==> src/common/latch_cfg.svh <==
// constants for the set-reset latch block: offsets, field positions, reset values
// assumes a byte-wide register port and one 100 MHz clock
`ifndef LATCH_CFG_SVH
`define LATCH_CFG_SVH

// register port
`define LATCH_ADDR_W        2
`define LATCH_DATA_W        8
`define LATCH_OFS_MAIN      2'h0
`define LATCH_OFS_SRC       2'h1

// latch_control_main fields
`define LATCH_BIT_ENABLE    7
`define LATCH_DIV_HI        6
`define LATCH_DIV_LO        4
`define LATCH_BIT_QEN       3
`define LATCH_BIT_NQEN      2
`define LATCH_BIT_FW_SET    1
`define LATCH_BIT_FW_RST    0

// latch_source_select fields
`define LATCH_BIT_PIN_SET   7
`define LATCH_BIT_CLK_SET   6
`define LATCH_BIT_C2_SET    5
`define LATCH_BIT_C1_SET    4
`define LATCH_BIT_PIN_RST   3
`define LATCH_BIT_CLK_RST   2
`define LATCH_BIT_C2_RST    1
`define LATCH_BIT_C1_RST    0

// reset values and read masks
`define LATCH_MAIN_RESET    8'h00
`define LATCH_SRC_RESET     8'h00
`define LATCH_MAIN_RD_MASK  8'hFC
`define LATCH_RD_ZERO       8'h00

// firmware pulse width in clock cycles
`define LATCH_FW_PULSE      2'h2
`define LATCH_CNT_ZERO      2'h0
`define LATCH_CNT_ONE       2'h1

// pulse divider: smallest ratio is 4, counter covers the 512 ratio
`define LATCH_DIV_CNT_W     9
`define LATCH_DIV_BASE      9'h004
`define LATCH_DIV_ONE       9'h001
`define LATCH_DIV_ZERO      9'h000
`define LATCH_DIV_SEL_W     3

`endif

==> src/common/latch_pkg.sv <==
// types of the set-reset latch block
// assumes latch_cfg.svh gives the widths
`include "latch_cfg.svh"

package latch_pkg;

    // register state of the latch top
    typedef struct packed {
        logic [`LATCH_DATA_W-1:0] ctl;
        logic [`LATCH_DATA_W-1:0] src;
        logic [1:0]               set_cnt;
        logic [1:0]               rst_cnt;
        logic [1:0]               c1_sy;
        logic [1:0]               c2_sy;
        logic [1:0]               int_sy;
        logic                     state;
        logic                     known;
        logic [`LATCH_DATA_W-1:0] rdata;
        logic                     pin_out;
        logic                     pin_oe;
        logic                     q;
        logic                     qn;
    } latch_state_s;

    // register state of the pulse divider
    typedef struct packed {
        logic [`LATCH_DIV_CNT_W-1:0] cnt;
        logic [`LATCH_DIV_SEL_W-1:0] sel_d;
        logic                        tick;
    } div_state_s;

endpackage

==> src/common/pulse_div_if.sv <==
// link between the latch top and its pulse divider
// assumes both ends run on the same clock
`timescale 1ns/1ps
`include "latch_cfg.svh"

interface pulse_div_if;
    logic                        en;
    logic [`LATCH_DIV_SEL_W-1:0] sel;
    logic                        tick;

    modport divider (input en, input sel, output tick);
    modport user    (output en, output sel, input tick);
endinterface

==> src/hdl/pulse_divider.sv <==
// divided pulse clock for the latch: one-cycle tick every 4..512 cycles
// assumes clk is the peripheral cycle clock and rst is synchronous
`timescale 1ns/1ps
`include "latch_cfg.svh"

module pulse_divider (
    input  wire logic   clk,
    input  wire logic   rst,
    pulse_div_if.divider dv
);

    latch_pkg::div_state_s st_ff;
    latch_pkg::div_state_s nxt_st;

    // ratio 4 << sel, minus one, as the compare mask
    function automatic logic [`LATCH_DIV_CNT_W-1:0] div_mask(
        input logic [`LATCH_DIV_SEL_W-1:0] sel);
        div_mask = (`LATCH_DIV_BASE << sel) - `LATCH_DIV_ONE;
    endfunction

    // count while enabled; restart when the ratio changes to limit stray ticks
    always_comb begin
        nxt_st       = st_ff;
        nxt_st.sel_d = dv.sel;
        if (!dv.en || dv.sel != st_ff.sel_d) begin
            nxt_st.cnt = `LATCH_DIV_ZERO;
        end else begin
            nxt_st.cnt = st_ff.cnt + `LATCH_DIV_ONE;
        end
        nxt_st.tick = dv.en && (dv.sel == st_ff.sel_d)
                      && ((st_ff.cnt & div_mask(dv.sel)) == div_mask(dv.sel));
        if (rst) begin
            nxt_st = '0;
        end
    end

    always_ff @(posedge clk) begin
        st_ff <= nxt_st;
    end

    assign dv.tick = st_ff.tick;
endmodule

==> src/hdl/sr_latch_control.sv <==
// set-reset latch with selectable sources, divided pulse clock and pin steering
// assumes a byte register port, async comparator and pin inputs, one clock
//
// How it works
// top control bit enables latch operation
// divider select gives ratios four through 512
// software keeps divider fixed while latch enabled
// true output drives pin when inverted off
// inverted output enable wins, drives pin
// firmware set bit pulses set, reads zero
// firmware reset bit pulses reset, reads zero
// four enables let sources set latch
// four enables let sources reset latch
// clock set enable pulses set input periodically
// clock reset enable pulses reset input periodically
// both control registers reset to zero, read/write
// active high inputs, reset dominates set
// device reset leaves latch state untouched; code keeps the state bit but holds latch_q, latch_qn low until set or reset
// disabled or no enable: pin is port
// firmware pulse lasts two clock cycles
// set and reset inputs OR their sources
// firmware pulse bits clear themselves
//
// The implementer's own choices: the plain strobed port and the placing of the registers.
`timescale 1ns/1ps
`include "latch_cfg.svh"

module sr_latch_control (
    input  wire logic                     clk,
    input  wire logic                     rst,
    input  wire logic [`LATCH_ADDR_W-1:0] reg_addr,
    input  wire logic [`LATCH_DATA_W-1:0] reg_wdata,
    input  wire logic                     reg_we,
    input  wire logic                     reg_re,
    output logic      [`LATCH_DATA_W-1:0] reg_rdata,
    input  wire logic                     comparator_one_output,
    input  wire logic                     comparator_two_output,
    input  wire logic                     external_interrupt_pin_one,
    input  wire logic                     port_data_out,
    input  wire logic                     port_drive_en,
    output logic                          latch_output_port_pin_out,
    output logic                          latch_output_port_pin_oe,
    output logic                          latch_q,
    output logic                          latch_qn
);

    latch_pkg::latch_state_s st_ff;
    latch_pkg::latch_state_s nxt_st;

    pulse_div_if div_if ();

    logic                     latch_on;
    logic [`LATCH_DIV_SEL_W-1:0] div_sel;
    logic                     qen;
    logic                     nqen;
    logic                     c1_s;
    logic                     c2_s;
    logic                     int_s;
    logic                     fw_set_act;
    logic                     fw_rst_act;
    logic                     set_req;
    logic                     rst_req;
    logic                     wr_main;
    logic                     wr_src;
    logic                     wr_fw_set;
    logic                     wr_fw_rst;
    logic                     drive_latch;
    logic                     pin_level;

    // divided pulse clock for the clock-driven sources
    pulse_divider u_div (
        .clk (clk),
        .rst (rst),
        .dv  (div_if.divider)
    );

    // control fields as seen by the logic
    assign latch_on = st_ff.ctl[`LATCH_BIT_ENABLE];
    assign div_sel  = st_ff.ctl[`LATCH_DIV_HI:`LATCH_DIV_LO];
    assign qen      = st_ff.ctl[`LATCH_BIT_QEN];
    assign nqen     = st_ff.ctl[`LATCH_BIT_NQEN];

    // divider runs only while the latch is enabled; ratio changes then are
    // the software's hazard and the divider restarts its count
    assign div_if.en  = latch_on;
    assign div_if.sel = div_sel;

    // second synchroniser stage is the only one the logic reads
    assign c1_s  = st_ff.c1_sy[1];
    assign c2_s  = st_ff.c2_sy[1];
    assign int_s = st_ff.int_sy[1];

    // firmware pulses are active while their counter runs
    assign fw_set_act = (st_ff.set_cnt != `LATCH_CNT_ZERO);
    assign fw_rst_act = (st_ff.rst_cnt != `LATCH_CNT_ZERO);

    // set input: OR of every enabled source and the firmware pulse
    assign set_req = latch_on && (
        (st_ff.src[`LATCH_BIT_PIN_SET] && int_s)
        || (st_ff.src[`LATCH_BIT_CLK_SET] && div_if.tick)
        || (st_ff.src[`LATCH_BIT_C2_SET] && c2_s)
        || (st_ff.src[`LATCH_BIT_C1_SET] && c1_s)
        || fw_set_act);

    // reset input: same structure on the reset enables
    assign rst_req = latch_on && (
        (st_ff.src[`LATCH_BIT_PIN_RST] && int_s)
        || (st_ff.src[`LATCH_BIT_CLK_RST] && div_if.tick)
        || (st_ff.src[`LATCH_BIT_C2_RST] && c2_s)
        || (st_ff.src[`LATCH_BIT_C1_RST] && c1_s)
        || fw_rst_act);

    // register port decode
    assign wr_main   = reg_we && (reg_addr == `LATCH_OFS_MAIN);
    assign wr_src    = reg_we && (reg_addr == `LATCH_OFS_SRC);
    assign wr_fw_set = wr_main && reg_wdata[`LATCH_BIT_FW_SET];
    assign wr_fw_rst = wr_main && reg_wdata[`LATCH_BIT_FW_RST];

    // pin steering: inverted output has priority over the true output
    assign drive_latch = latch_on && (qen || nqen);
    assign pin_level   = nqen ? !st_ff.state : st_ff.state;

    // next state of the whole block
    always_comb begin
        nxt_st = st_ff;

        // two-stage synchronisers for the asynchronous inputs
        nxt_st.c1_sy  = {st_ff.c1_sy[0], comparator_one_output};
        nxt_st.c2_sy  = {st_ff.c2_sy[0], comparator_two_output};
        nxt_st.int_sy = {st_ff.int_sy[0], external_interrupt_pin_one};

        // register writes; pulse bits are never stored
        if (wr_main) begin
            nxt_st.ctl = reg_wdata & `LATCH_MAIN_RD_MASK;
        end
        if (wr_src) begin
            nxt_st.src = reg_wdata;
        end

        // firmware pulse counters load on the write and run down alone
        if (wr_fw_set) begin
            nxt_st.set_cnt = `LATCH_FW_PULSE;
        end else if (fw_set_act) begin
            nxt_st.set_cnt = st_ff.set_cnt - `LATCH_CNT_ONE;
        end
        if (wr_fw_rst) begin
            nxt_st.rst_cnt = `LATCH_FW_PULSE;
        end else if (fw_rst_act) begin
            nxt_st.rst_cnt = st_ff.rst_cnt - `LATCH_CNT_ONE;
        end

        // latch core, reset dominant
        if (rst_req) begin
            nxt_st.state = 1'b0;
            nxt_st.known = 1'b1;
        end else if (set_req) begin
            nxt_st.state = 1'b1;
            nxt_st.known = 1'b1;
        end

        // read data stand one cycle after the strobe only
        nxt_st.rdata = `LATCH_RD_ZERO;
        if (reg_re && reg_addr == `LATCH_OFS_MAIN) begin
            nxt_st.rdata = st_ff.ctl & `LATCH_MAIN_RD_MASK;
        end else if (reg_re && reg_addr == `LATCH_OFS_SRC) begin
            nxt_st.rdata = st_ff.src;
        end

        // pin mux: latch output or the port's own data; the driver enable always comes from the port
        nxt_st.pin_out = drive_latch ? pin_level : port_data_out;
        nxt_st.pin_oe  = port_drive_en;
        nxt_st.q       = st_ff.known && st_ff.state;
        nxt_st.qn      = st_ff.known && !st_ff.state;

        // device reset: everything but the latch state bit itself
        if (rst) begin
            nxt_st.ctl     = `LATCH_MAIN_RESET;
            nxt_st.src     = `LATCH_SRC_RESET;
            nxt_st.set_cnt = `LATCH_CNT_ZERO;
            nxt_st.rst_cnt = `LATCH_CNT_ZERO;
            nxt_st.c1_sy   = '0;
            nxt_st.c2_sy   = '0;
            nxt_st.int_sy  = '0;
            nxt_st.state   = st_ff.state;
            nxt_st.known   = 1'b0;
            nxt_st.rdata   = `LATCH_RD_ZERO;
            nxt_st.pin_out = 1'b0;
            nxt_st.pin_oe  = 1'b0;
            nxt_st.q       = 1'b0;
            nxt_st.qn      = 1'b0;
        end
    end

    // one register for all state
    always_ff @(posedge clk) begin
        st_ff <= nxt_st;
    end

    // outputs straight from flip-flops
    assign reg_rdata                 = st_ff.rdata;
    assign latch_output_port_pin_out = st_ff.pin_out;
    assign latch_output_port_pin_oe  = st_ff.pin_oe;
    assign latch_q                   = st_ff.q;
    assign latch_qn                  = st_ff.qn;
endmodule

==> config.mk <==
export PLATFORM = sky130hd
export DESIGN_NAME = sr_latch_control
export DESIGN_NICKNAME = d
export VERILOG_FILES = /design/src/common/latch_pkg.sv /design/src/common/pulse_div_if.sv /design/src/hdl/pulse_divider.sv /design/src/hdl/sr_latch_control.sv
export VERILOG_INCLUDE_DIRS = /design/src /design/src/common
export SDC_FILE = /design/constraint.sdc
export NUM_CORES = 1
export LEC_CHECK = 0
export BUFFER_PORTS_ARGS = -buffer_cell sky130_fd_sc_hd__buf_2
export CAP_MARGIN = 0
export CORE_MARGIN = 5
export CORE_UTILIZATION = 40
export DETAILED_ROUTE_END_ITERATION = 7
export SLEW_MARGIN = 40
export SYNTH_ARGS = -nofsm -noshare
export SYNTH_HDL_FRONTEND = slang
export SYNTH_SLANG_ARGS = --single-unit
==> constraint.sdc <==
create_clock -name clk -period 2 [get_ports clk]
set_input_delay 0.4 -clock clk [delete_from_list [all_inputs] [get_ports clk]]
set_output_delay 0.4 -clock clk [all_outputs]
set_load 0.02 [all_outputs]
# ---- Yosys cells after proc, flatten, opt, wreduce, memory -nomap -nowiden
# Index checks and enable logic that the tools add are counted.
dict set report op_classes {
  n_addsub 4
  eq_ne 4
  shift 1
  mux 10
  n_bitwise 3
  reduce_logical 44
}
# cell n
set op_table {}
lappend op_table {{logical AND 1 bit} 21}
lappend op_table {{two-way mux 8 bit} 2}
lappend op_table {{logical OR 1 bit} 10}
lappend op_table {{two-way mux 2 bit} 5}
lappend op_table {{nonzero test 2 bit} 5}
lappend op_table {{adder 9 x 1 -> 9 bit, second input constant} 1}
lappend op_table {{AND 9 bit} 1}
lappend op_table {{equality test 9 bit} 1}
lappend op_table {{left shift 3 x 3 -> 9 bit, first input constant} 1}
lappend op_table {{subtractor 9 x 1 -> 9 bit, second input constant} 1}
lappend op_table {{OR reduction 2 bit} 3}
lappend op_table {{subtractor 2 x 1 -> 2 bit, second input constant} 2}
lappend op_table {{equality test 3 bit} 1}
lappend op_table {{two-way mux 1 bit} 3}
lappend op_table {{inequality test 3 bit} 1}
lappend op_table {{OR reduction 3 bit} 1}
lappend op_table {{equality test 2 x 1 -> 1 bit, second input constant} 1}
lappend op_table {{logical NOT 1 bit} 2}
lappend op_table {{logical NOT 2 bit} 1}
lappend op_table {{NOT 1 bit} 2}
lappend op_table {{AND reduction 2 bit} 1}
dict set report totals {
  reg_bits 51
  inputBits 19
  out_inout_bits 12
  elab_cells 86
}

# ---- Depth between registers and ports, before layout
# Gate-level depths: netlist (run 1).
dict set report depth {
  ltp_word 8
  mapped_depth 8
}

# ---- Modules after synthesis
# A second synthesis (run 1) with hierarchy kept.
dict set report hier_totals {
  cells_unflattened 209
  area_unflattened_um2 2055.7
}
# module n_inst cells_each area_each_um2
set modules_own_cells {}
lappend modules_own_cells {sr_latch_control 1 136 1431.4}
lappend modules_own_cells {pulse_divider 1 73 624.3}

# ---- Worst setup path after synthesis (run 1)
# OpenSTA, ideal clock, no wires.
dict set report synth_timing {
  kind {in2reg}
  from {in rst}
  to {reg u_div.st_ff (netlist bit u_div.dv.tick)}
  setup_time_ps 103
  t_arrival_ps 1645
  required_ps 1897
  setup_slack_ps 252
  cell_stages 5
  path_buffers 1
  cell_sequence {nand2b_1 or4_1 buf_2 a211o_1 a2111oi_2}
}
# item line
set synth_lines {}
lappend synth_lines {{start: declaration} sr_latch_control.sv:30} ;# input wire logic rst,
lappend synth_lines {{end signal: assignment} pulse_divider.sv:38} ;# st_ff <= nxt_st;
lappend synth_lines {{end: declaration} pulse_divider.sv:12} ;# latch_pkg::div_state_s st_ff;

# ---- Final worst setup path (run 1)
dict set report layout_timing {
  from {reg st_ff (netlist bit div_if.sel[2])}
  to {reg u_div.st_ff (netlist bit u_div.dv.tick)}
}
dict set report layout_via {
  elab_chain_len 5
}
# item line
set layout_rtl {}
lappend layout_rtl {{start: declaration} sr_latch_control.sv:47} ;# latch_pkg::latch_state_s st_ff;
lappend layout_rtl {{start signal: assignment} sr_latch_control.sv:196} ;# st_ff <= nxt_st;
lappend layout_rtl {{left shift 3 x 3 -> 9 bit (no line)} --}
lappend layout_rtl {{subtractor 9 x 1 -> 9 bit (no line)} --}
lappend layout_rtl {{AND 9 bit} pulse_divider.sv:31} ;# && ((st_ff.cnt & div_mask(dv.sel)) == div_mask(dv.sel));
lappend layout_rtl {{equality test 9 bit} pulse_divider.sv:31}
lappend layout_rtl {{logical AND 1 bit (*)} pulse_divider.sv:31}
# Mark *: on every way between the ends. The rest lies on a longest branch, timed or not.
# A chain may end at the register's enable or synchronous reset.

==> results by group, run 1 <==
STA
  – Final hold violations: 0
  – Final period utilization: 0.9274
  – Final number of setup-violating endpoints: 0
  – Rel. slew slack: 0.7068
  – Tightest Pin Transition: 0.4392 ns
  – Max-slew violations: 0
  – Fmax achieved: approximately 540 MHz
  – Fin Setup TNS: 0 ns
  – RSZ-0062 raised after global routing: false
  – Final Skew: around 0.012 ns
  – Final Critical Period: roughly 1.9 ns

Placed design
  – Post-DP HPWL: 2768 µm
  – IO buf count: 30
  – GPL Wtd Cong: 0.7537

Global routing
  – Total GRT Usage: 0.1246
  – Initial antenna violation count: 0
  – Congestion Overflow GR: 0
  – Vias in the first global route: roughly 1,300
  – Pin count of the biggest net entering global routing: 33
  – First-pass GRT wire length: 6210 µm

Drt
  – Antenna-violating nets left: 0
  – Drt pass-1 iters: 4
  – DR vias: 1,464
  – Drt total wl: just under 4000 µm
  – WL/cell: 12.72 µm
  – Drt drc: 0
  – Vias/cell: 4.800
  – 1st-iter DRT viols: 61

Synthesis
  – Syn_area_per_cell: 9.608 µm²
  – Cell variety after synth: 37
  – Post-synthesis compound-gate area fraction: 0.08354
  – Synthesis Warnings: 0
  – Main combinational cell family by area after synthesis: simple AND/OR/NAND/NOR gates
  – Synth Instances: between 200 and 250
  – Post-synth top area cell: dfxtp_1
  – Synthesis-stage register bit count: 51
  – Synth top area share: 0.4914
  – Post-Synth XOR/XNOR Area: 0.03010
  – Sequential fraction of the synthesis area: 0.5061
  – Fraction of synthesized area in multiplexers: 0.1032
  – Number of synthesized flops with an enable pin: 1
  – Top_reg_cell synth: dfxtp_1
  – Syn Nets: about 230
  – Synth async-reset ratio: 0
  – Adder-cell share of the synthesized area: 0.01229
  – Mapped Area: 0.002037 mm²
  – Dominant cells by area after synthesis: dfxtp_1 49%, mux2i_1 10%, nor2_1 6.3%
  – Simple-gate share of the synthesized area: 0.2088

Floorplanning
  – Core Region: ~0.0050 mm²
  – Initial core utilization: 0.4040
  – Die ar.: between 0.006 and 0.007 mm²
  – Cell row count: 26
  – Die Ht: 81.36 µm
  – IO Pins: 31
  – Die Span X: just over 80 µm

Layout
  – Synthesis-to-layout area growth: 13.70%
  – Fin nets: between 200 and 300
  – Layout cell share with drive strength beyond 1: 0.1915
  – Leading cell type in the layout, fill and taps excluded: dfxtp_1
  – ANT cells: 0
  – Most frequent cells in the layout: 50 x dfxtp_1, 34 x nor2_1, 30 x buf_2, 21 x mux2i_1, 11 x nor2b_1

Clock network
  – H-tree Lvls: 2
  – Cts repair resizes: 0
  – Bufs on Longest Clock Path: 2
  – Clk root buf: clkbuf_8
  – Clock-pin transition on the worst setup and hold timing paths: 0.09 ns
  – CTS buffer count: 5
  – Post-CTS Setup Bufs: 0
  – CTS tree: done
  – Skew-Pair Late Insertion Delay: 0.30 ns
  – Post-CTS Hold Fix Bufs: 0
  – Clock Sinks: just over 50

Power and ir drop
  – Maximum VDD drop: 0.0003719 V
  – Pwr Total: 1882 µW
  – Pwr dens: around 800 mW/mm²
  – Static leakage: 0.0009863 µW

Worst setup path
  – Crit Path Category: reg -> reg
  – Critical R2R Capture: u_div.dv.tick
  – Worst Setup End Kind: register
  – Worst flop-to-flop path startpoint: div_if.sel[2]
  – Setup slack, reg-to-reg: between 0.1 and 0.15 ns
  – WP data required: 2.21 ns
  – Crit-path max FO: 14
  – Critical Path AT: 2.06 ns
  – Worst setup SP type: register
  – FF-to-FF path depth: 4

Worst hold path
  – Hold Path Depth: 2
  – Hold EP: st_ff[18]
  – Min-Delay Path Class: in -> reg
  – Min-delay src: comparator_one_output

Run status
  – Status: completed

Job
  – Max-cap check violation count: 0
-- layer usage --
layer,track usage,share of wire,up-vias
met1,0.1521,0.47,677
li1,-,-,753
met2,0.2068,0.47,27
met3,0.02993,0.039,7
met4,0.05574,0.015,0
met5,0,0,-
-- final cells by class --
class / instances / area [µm²]
clock buffers: 6 / 72.57
clock inverters: 2 / 37.54
fillers: 500 / 2726
inverters: 2 / 7.507
multi-input cells: 139 / 892.1
flip-flops and latches: 51 / 1031
well taps: 70 / 87.58
repair buffers: 35 / 187.7
-- stage by stage --
stage                     utilization  instances  area, µm²  worst slack, ns  hold slack (ns)
after floorplan                     -        212       2037           0.2518           0.4138
after global placement         0.4375        297       2206           0.1922           0.4176
after detailed placement       0.4375        297       2206           0.1652           0.4234
after CTS                      0.4593        305       2316           0.1374           0.3013
after global routing           0.4593        305       2316          0.02783           0.3095
final                          0.4593        305       2316           0.1452           0.3089
-- how the worst max path moves through the flow --
| stage | start | end | slack, ns | depth (start not counted) |
|---|---|---|---|---|
| 6_report | div_if.sel[2] | u_div.dv.tick | 0.15 | 4 |
| 5_1_grt | div_if.sel[2] | u_div.dv.tick | 0.03 | 4 |
| 4_1_cts | div_if.sel[2] | u_div.dv.tick | 0.14 | 4 |
| 3_5_place_dp | div_if.sel[2] | u_div.dv.tick | 0.17 | 4 |
| 3_3_place_gp | rst | u_div.dv.tick | 0.19 | 5 |
| 2_1_floorplan | rst | u_div.dv.tick | 0.25 | 5 |
-- power breakdown --
group	internal (µW)	leakage [µW]	switching, µW
clock	373	0.0000514	332
sequential	1040	0.000412	18.1
combinational	58.9	0.000523	60.7
total	1470	0.000986	411
-- flip-flops by register name (all words and copies together), names as in the netlist --
signal / cells
st_ff: 17
u_div.st_ff: 12
reg_rdata: 8
div_if.sel: 3
c1_s: 1
c2_s: 1
div_if.en: 1
int_s: 1
latch_output_port_pin_oe: 1
latch_output_port_pin_out: 1
latch_q: 1
latch_qn: 1
nqen: 1
qen: 1
u_div.dv.tick: 1
-- critical path: stages, from the launching register on --
cell	delay (ns)
dfxtp_1	0.60
xor2_1	0.11
or4_1	0.56
a211o_1	0.30
a2111oi_2	0.19
-- cells in the mapped netlist, types with 3 or more instances --
| cell type | count |
|---|---|
| a21oi_1 | 7 |
| and3_1 | 6 |
| buf_4 | 8 |
| clkbuf_1 | 10 |
| dfxtp_1 | 50 |
| mux2i_1 | 21 |
| nand2_1 | 9 |
| nand2b_1 | 5 |
| nand3_1 | 6 |
| nor2_1 | 34 |
| nor2b_1 | 11 |
| nor3b_1 | 3 |
| o21ai_0 | 5 |
| or3_1 | 4 |
| xor2_1 | 6 |
-- cells by family after synthesis --
group / count (synthesis)
xor gates and xnor gates: 7
adders and majority gates: 2
and+or+nand+nor: 85
buffers and inverters: 22
muxes: 21
DFF: 51
AOI/OAI and AO/OA: 24
No activity file was read; power rests on OpenSTA's default activity.
==> run 2: changes to the inputs <==
--- a/config.mk
+++ b/config.mk
@@ -8,6 +8,7 @@
 export LEC_CHECK = 0
 export BUFFER_PORTS_ARGS = -buffer_cell sky130_fd_sc_hd__buf_2
 export CAP_MARGIN = 0
+export CORE_ASPECT_RATIO = 1.75
 export CORE_MARGIN = 5
 export CORE_UTILIZATION = 40
 export DETAILED_ROUTE_END_ITERATION = 7
==> run 2 against run 1 <==
Against the previous run:
- non-clock buffer count grew 2
- total power shrank 0.29%
- hold slack lost 0.0023 ns
- sequential power is essentially flat
- flip-flop and latch count is the same
- cell count shrank 4.6%
- critical path depth is the same
- routed wire length grew 3.1%
- sequential share of layout area grew 0.17 points
- register-to-register slack gained 0.08 ns
- via count grew 0.96%
- utilization grew 0.42 points
- largest cell class unchanged
==> results by group, run 2 (same netlist as run 1, synthesis figures left out) <==
Placed design
  – Post-DP Area: 0.002201 mm²
  – GPL Wtd Cong: approximately 0.74
  – Post-DP HPWL: 3029 µm
  – IO buf count: 30
  – Pre-CTS WS: between 0.15 and 0.2 ns

Run status
  – Status: completed

Clock network
  – CTS buffer count: 5
  – Post-CTS Setup Bufs: 0
  – Cts repair resizes: 0
  – Clock-pin transition on the worst setup and hold timing paths: approximately 0.090 ns
  – Clock Sinks: between 50 and 60
  – H-tree Lvls: 2
  – Bufs on Longest Clock Path: 2
  – Skew-Pair Late Insertion Delay: ~0.3 ns
  – Clk root buf: clkbuf_8
  – CTS tree: done
  – Post-CTS Hold Fix Bufs: 0

Worst setup path
  – Critical-path cell list: xor2_1, or4_1, a211o_1, a2111oi_2
  – Buf+Inv Stages, Crit Path: 0
  – WP data required: 2.20 ns
  – Crit Path Category: reg -> reg
  – Crit-path max FO: 11
  – Worst Setup End Kind: register
  – Crit-path leading delay family: flip-flops
  – Worst setup SP type: register
  – Setup slack, reg-to-reg: 0.22 ns
  – CP max stage delay: 0.56 ns
  – Slowest-stage cell, CP: dfxtp_1
  – Critical Path AT: 1.98 ns

Global routing
  – First-pass GRT wire length: 6665 µm
  – Congestion Overflow GR: 0
  – GRT Max-Usage Layer: met2
  – Vias in the first global route: roughly 1,400
  – Total GRT Usage: 0.1275
  – Met3 usage: 0.03784
  – Grt met1 use: 0.1257
  – Pin count of the biggest net entering global routing: 33
  – Initial antenna violation count: 0
  – Met2 usage: 0.2360

Layout
  – Most frequent cells in the layout: 50 x dfxtp_1, 34 x nor2_1, 30 x buf_2, 21 x mux2i_1, 11 x nor2b_1
  – Largest register FFs: 17
  – ANT cells: 0
  – Fin nets: around 260
  – Fillcell total: 496
  – Synthesis-to-layout area growth: 13.27%
  – Design area: 0.002307 mm²
  – Layout cell share with drive strength beyond 1: 0.1941
  – Largest reg by FF count: st_ff
  – Post-layout util: 0.4636
  – Leading cell type in the layout, fill and taps excluded: dfxtp_1

STA
  – Min Hold Slack: 0.3066 ns
  – Tightest Pin Transition: roughly 0.39 ns
  – Worst Slack Setup Final: between 0.2 and 0.25 ns
  – Fin Setup TNS: 0 ns
  – Rel. slew slack: 0.7414
  – Final Critical Period: between 1.5 and 2 ns
  – Final Skew: approximately 0.011 ns
  – RSZ-0062 raised after global routing: false
  – Fmax achieved: 563.0 MHz
  – Final number of setup-violating endpoints: 0
  – Max-slew violations: 0
  – Final period utilization: 0.8881
  – Final hold violations: 0

Worst hold path
  – Min-Delay Path Class: in -> reg

Power and ir drop
  – Static leakage: 0.0009981 µW
  – Pwr dens: 813.5 mW/mm²
  – Maximum VDD drop: 0.0004822 V

Floorplanning
  – Die Ht: 104.4 µm
  – Die ar.: 0.006676 mm²
  – Cell row count: 34
  – Core Region: 0.004977 mm²
  – IO Pins: 31
  – Initial core utilization: 0.4093
  – Die Span X: 63.95 µm

Drt
  – Drt total wl: around 4000 µm
  – Antenna-violating nets left: 0
  – DR vias: 1,478
  – 1st-iter DRT viols: 43
  – Drt drc: 0
  – Drt pass-1 iters: 4
  – WL/cell: 13.75 µm
  – Vias/cell: about 5

Job
  – Max-cap check violation count: 0
==> run 2: cell type report <==
type                            instances  area [µm²]  area share
Sequential cell                        51        1031      0.4469
Multi-Input combinational cell        139       892.1      0.3867
Timing Repair Buffer                   37       202.7     0.08785
Clock buffer                            7       76.32     0.03308
Tap cell                               54       67.56     0.02928
Clock inverter                          1       30.03     0.01302
Inverter                                2       7.507    0.003254
==> run 2: power breakdown <==
part           internal [µW]  switching, µW  leakage [µW]  total, µW
combinational           60.7           64.4      0.000534        125
sequential              1040           16.4      0.000412       1060
clock                    375            322     0.0000524        696
==> run 2: routing by layer <==
metal  up-vias  share of wire
li1        757              -
met1       698           0.37
met2        18           0.58
met3         5          0.034
met4         0          0.014
met5         -              0
==> run 2: final timing paths <==
kind                    to  cells past startpoint             startpoint
min              st_ff[16]                      2  comparator_two_output
max          u_div.dv.tick                      4          div_if.sel[0]
min reg2reg          int_s                      1              st_ff[14]
max reg2reg  u_div.dv.tick                      4          div_if.sel[0]
==> run 2: metrics by stage <==
stage | std cells | total power [µW]
final | 291 | 1877
after global routing | 291 | 1961
after CTS | 291 | 1905
after detailed placement | 283 | 1206
after global placement | 283 | 1205
after floorplan | 212 | 1158
==> run 3: changes to the inputs <==
--- a/config.mk
+++ b/config.mk
@@ -11,7 +11,9 @@
 export CORE_ASPECT_RATIO = 1.75
 export CORE_MARGIN = 5
 export CORE_UTILIZATION = 40
+export CTS_CLUSTER_SIZE = 30
 export DETAILED_ROUTE_END_ITERATION = 7
+export REMOVE_ABC_BUFFERS = 1
 export SLEW_MARGIN = 40
 export SYNTH_ARGS = -nofsm -noshare
 export SYNTH_HDL_FRONTEND = slang
==> run 3 against run 2 <==
Against the previous run:
- sequential power hardly changed
- cell count shrank 0.34%
- clock power up 13%
- worst setup slack improved by 0.011 ns
- routed wire length decreased by 1.1%
- global-route usage barely moved
- critical path type unchanged
- critical endpoint unchanged
==> results by group, run 3 (same netlist as run 1, synthesis figures left out) <==
STA
  – Final Critical Period: 1.765 ns
  – Final hold violations: 0
  – Fmax achieved: 566.5 MHz
  – Fin Setup TNS: 0 ns
  – Max-slew violations: 0
  – RSZ-0062 raised after global routing: false
  – Tightest Pin Transition: a little over 0.4 ns
  – Final period utilization: 0.8826
  – Final Skew: 0.007783 ns
  – Final number of setup-violating endpoints: 0
  – Rel. slew slack: 0.7226

Worst setup path
  – Crit Path Category: reg -> reg
  – Crit-path max FO: 13
  – Critical Path AT: 1.95 ns
  – Slowest-stage cell, CP: dfxtp_1
  – Critical-path cell list: or3_1, ha_1, nor3_1, a21oi_1, nor3b_1, a2111oi_2
  – Worst setup SP type: register
  – WP data required: 2.19 ns
  – Worst Setup End Kind: register
  – CP max stage delay: 0.44 ns

Worst hold path
  – Min-Delay Path Class: in -> reg

Layout
  – Most frequent cells in the layout: 50 x dfxtp_1, 34 x nor2_1, 30 x buf_2, 21 x mux2i_1, 11 x nor2b_1
  – Largest reg by FF count: st_ff
  – Synthesis-to-layout area growth: 14.13%
  – Largest register FFs: 17
  – Leading cell type in the layout, fill and taps excluded: dfxtp_1
  – ANT cells: 0
  – Fin nets: 256
  – Layout cell share with drive strength beyond 1: 0.1992

Drt
  – Drt drc: 0
  – Vias/cell: between 5 and 6
  – Drt pass-1 iters: 4
  – 1st-iter DRT viols: 45
  – Drt total wl: 3955 µm
  – WL/cell: 13.64 µm
  – Antenna-violating nets left: 0
  – DR vias: between 1,000 and 1,500

Global routing
  – Total GRT Usage: 0.1278
  – Pin count of the biggest net entering global routing: 33
  – Vias in the first global route: around 1,500
  – Congestion Overflow GR: 0
  – First-pass GRT wire length: roughly 6800 µm
  – Initial antenna violation count: 0

Clock network
  – H-tree Lvls: 2
  – CTS buffer count: 5
  – Post-CTS Hold Fix Bufs: 0
  – Post-CTS Setup Bufs: 0
  – Bufs on Longest Clock Path: 2
  – CTS tree: done
  – Clk root buf: clkbuf_8
  – Clock-pin transition on the worst setup and hold timing paths: about 0.090 ns
  – Cts repair resizes: 0
  – Clock Sinks: 51
  – Skew-Pair Late Insertion Delay: 0.31 ns

Power and ir drop
  – Sequential power share: 0.537
  – Static leakage: about 0.001 µW
  – Clk network pwr share: 0.401
  – Maximum VDD drop: 0.0007595 V
  – Sw Share: 0.2128
  – Pwr Total: 1966 µW
  – Comb pwr share: 0.063
  – Int Power: 1547 µW
  – Pwr dens: 845.5 mW/mm²
  – Sw Pwr: about 420 µW

Placed design
  – GPL Wtd Cong: 0.7999
  – IO buf count: 30
  – Post-DP HPWL: slightly below 3000 µm

Job
  – Max-cap check violation count: 0

Floorplanning
  – IO Pins: 31
  – Die Ht: 104.4 µm
  – Cell row count: 34
  – Die ar.: roughly 0.0067 mm²
  – Initial core utilization: 0.4093
  – Core Region: 0.004977 mm²
  – Die Span X: between 60 and 70 µm

Run status
  – Status: completed
==> run 3: layout make-up <==
type,count,area (µm²)
clock buffer,6,93.84
fill,475,2653
sequential,51,1031
tap,54,67.56
inverter,2,7.507
multi-input combinational,139,892.1
timing repair buffer,36,195.2
clock inverter,2,37.54
==> run 3: power groups by stage <==
stage	combinational, µW	clock [µW]	sequential [µW]
6_report	123	788	1060
5_1_grt	137	857	1060
4_1_cts	125	806	1060
3_5_place_dp	124	0	1080
3_3_place_gp	124	0	1080
2_1_floorplan	62.8	0	1080
==> run 3: layer usage <==
layer,track usage,wire length [µm]
met5,0,0
met4,0.06092,88
met3,0.03459,204
met2,0.2252,2065
met1,0.1354,1596
==> run 3: per-stage QoR <==
stage / worst slack (ns) / hold WS [ns] / instances / area, µm² / util
after floorplan: 0.1780 / 0.4138 / 192 / 1931 / -
after global placement: 0.1995 / 0.4349 / 282 / 2193 / 0.4407
after detailed placement: 0.1836 / 0.4289 / 282 / 2193 / 0.4407
after CTS: 0.2414 / 0.2965 / 290 / 2325 / 0.4671
after global routing: 0.1298 / 0.3104 / 290 / 2325 / 0.4671
final: 0.2347 / 0.3022 / 290 / 2325 / 0.4671
==> run 3: worst paths after layout <==
check	cells past startpoint	slack (ns)	start	to
setup / recovery	6	0.23	div_if.sel[1]	u_div.dv.tick
hold / removal	2	0.30	port_drive_en	latch_output_port_pin_oe
setup reg to reg	6	0.23	div_if.sel[1]	u_div.dv.tick
hold reg to reg	1	0.44	st_ff[16]	c2_s
==> run 3: worst max-delay path, delay by kind of cell (launching register included) <==
kind / cells / cell delay (ns)
compound gates: 2 / 0.14
flops: 1 / 0.44
fa+ha+maj: 1 / 0.27
simple gates: 3 / 0.80
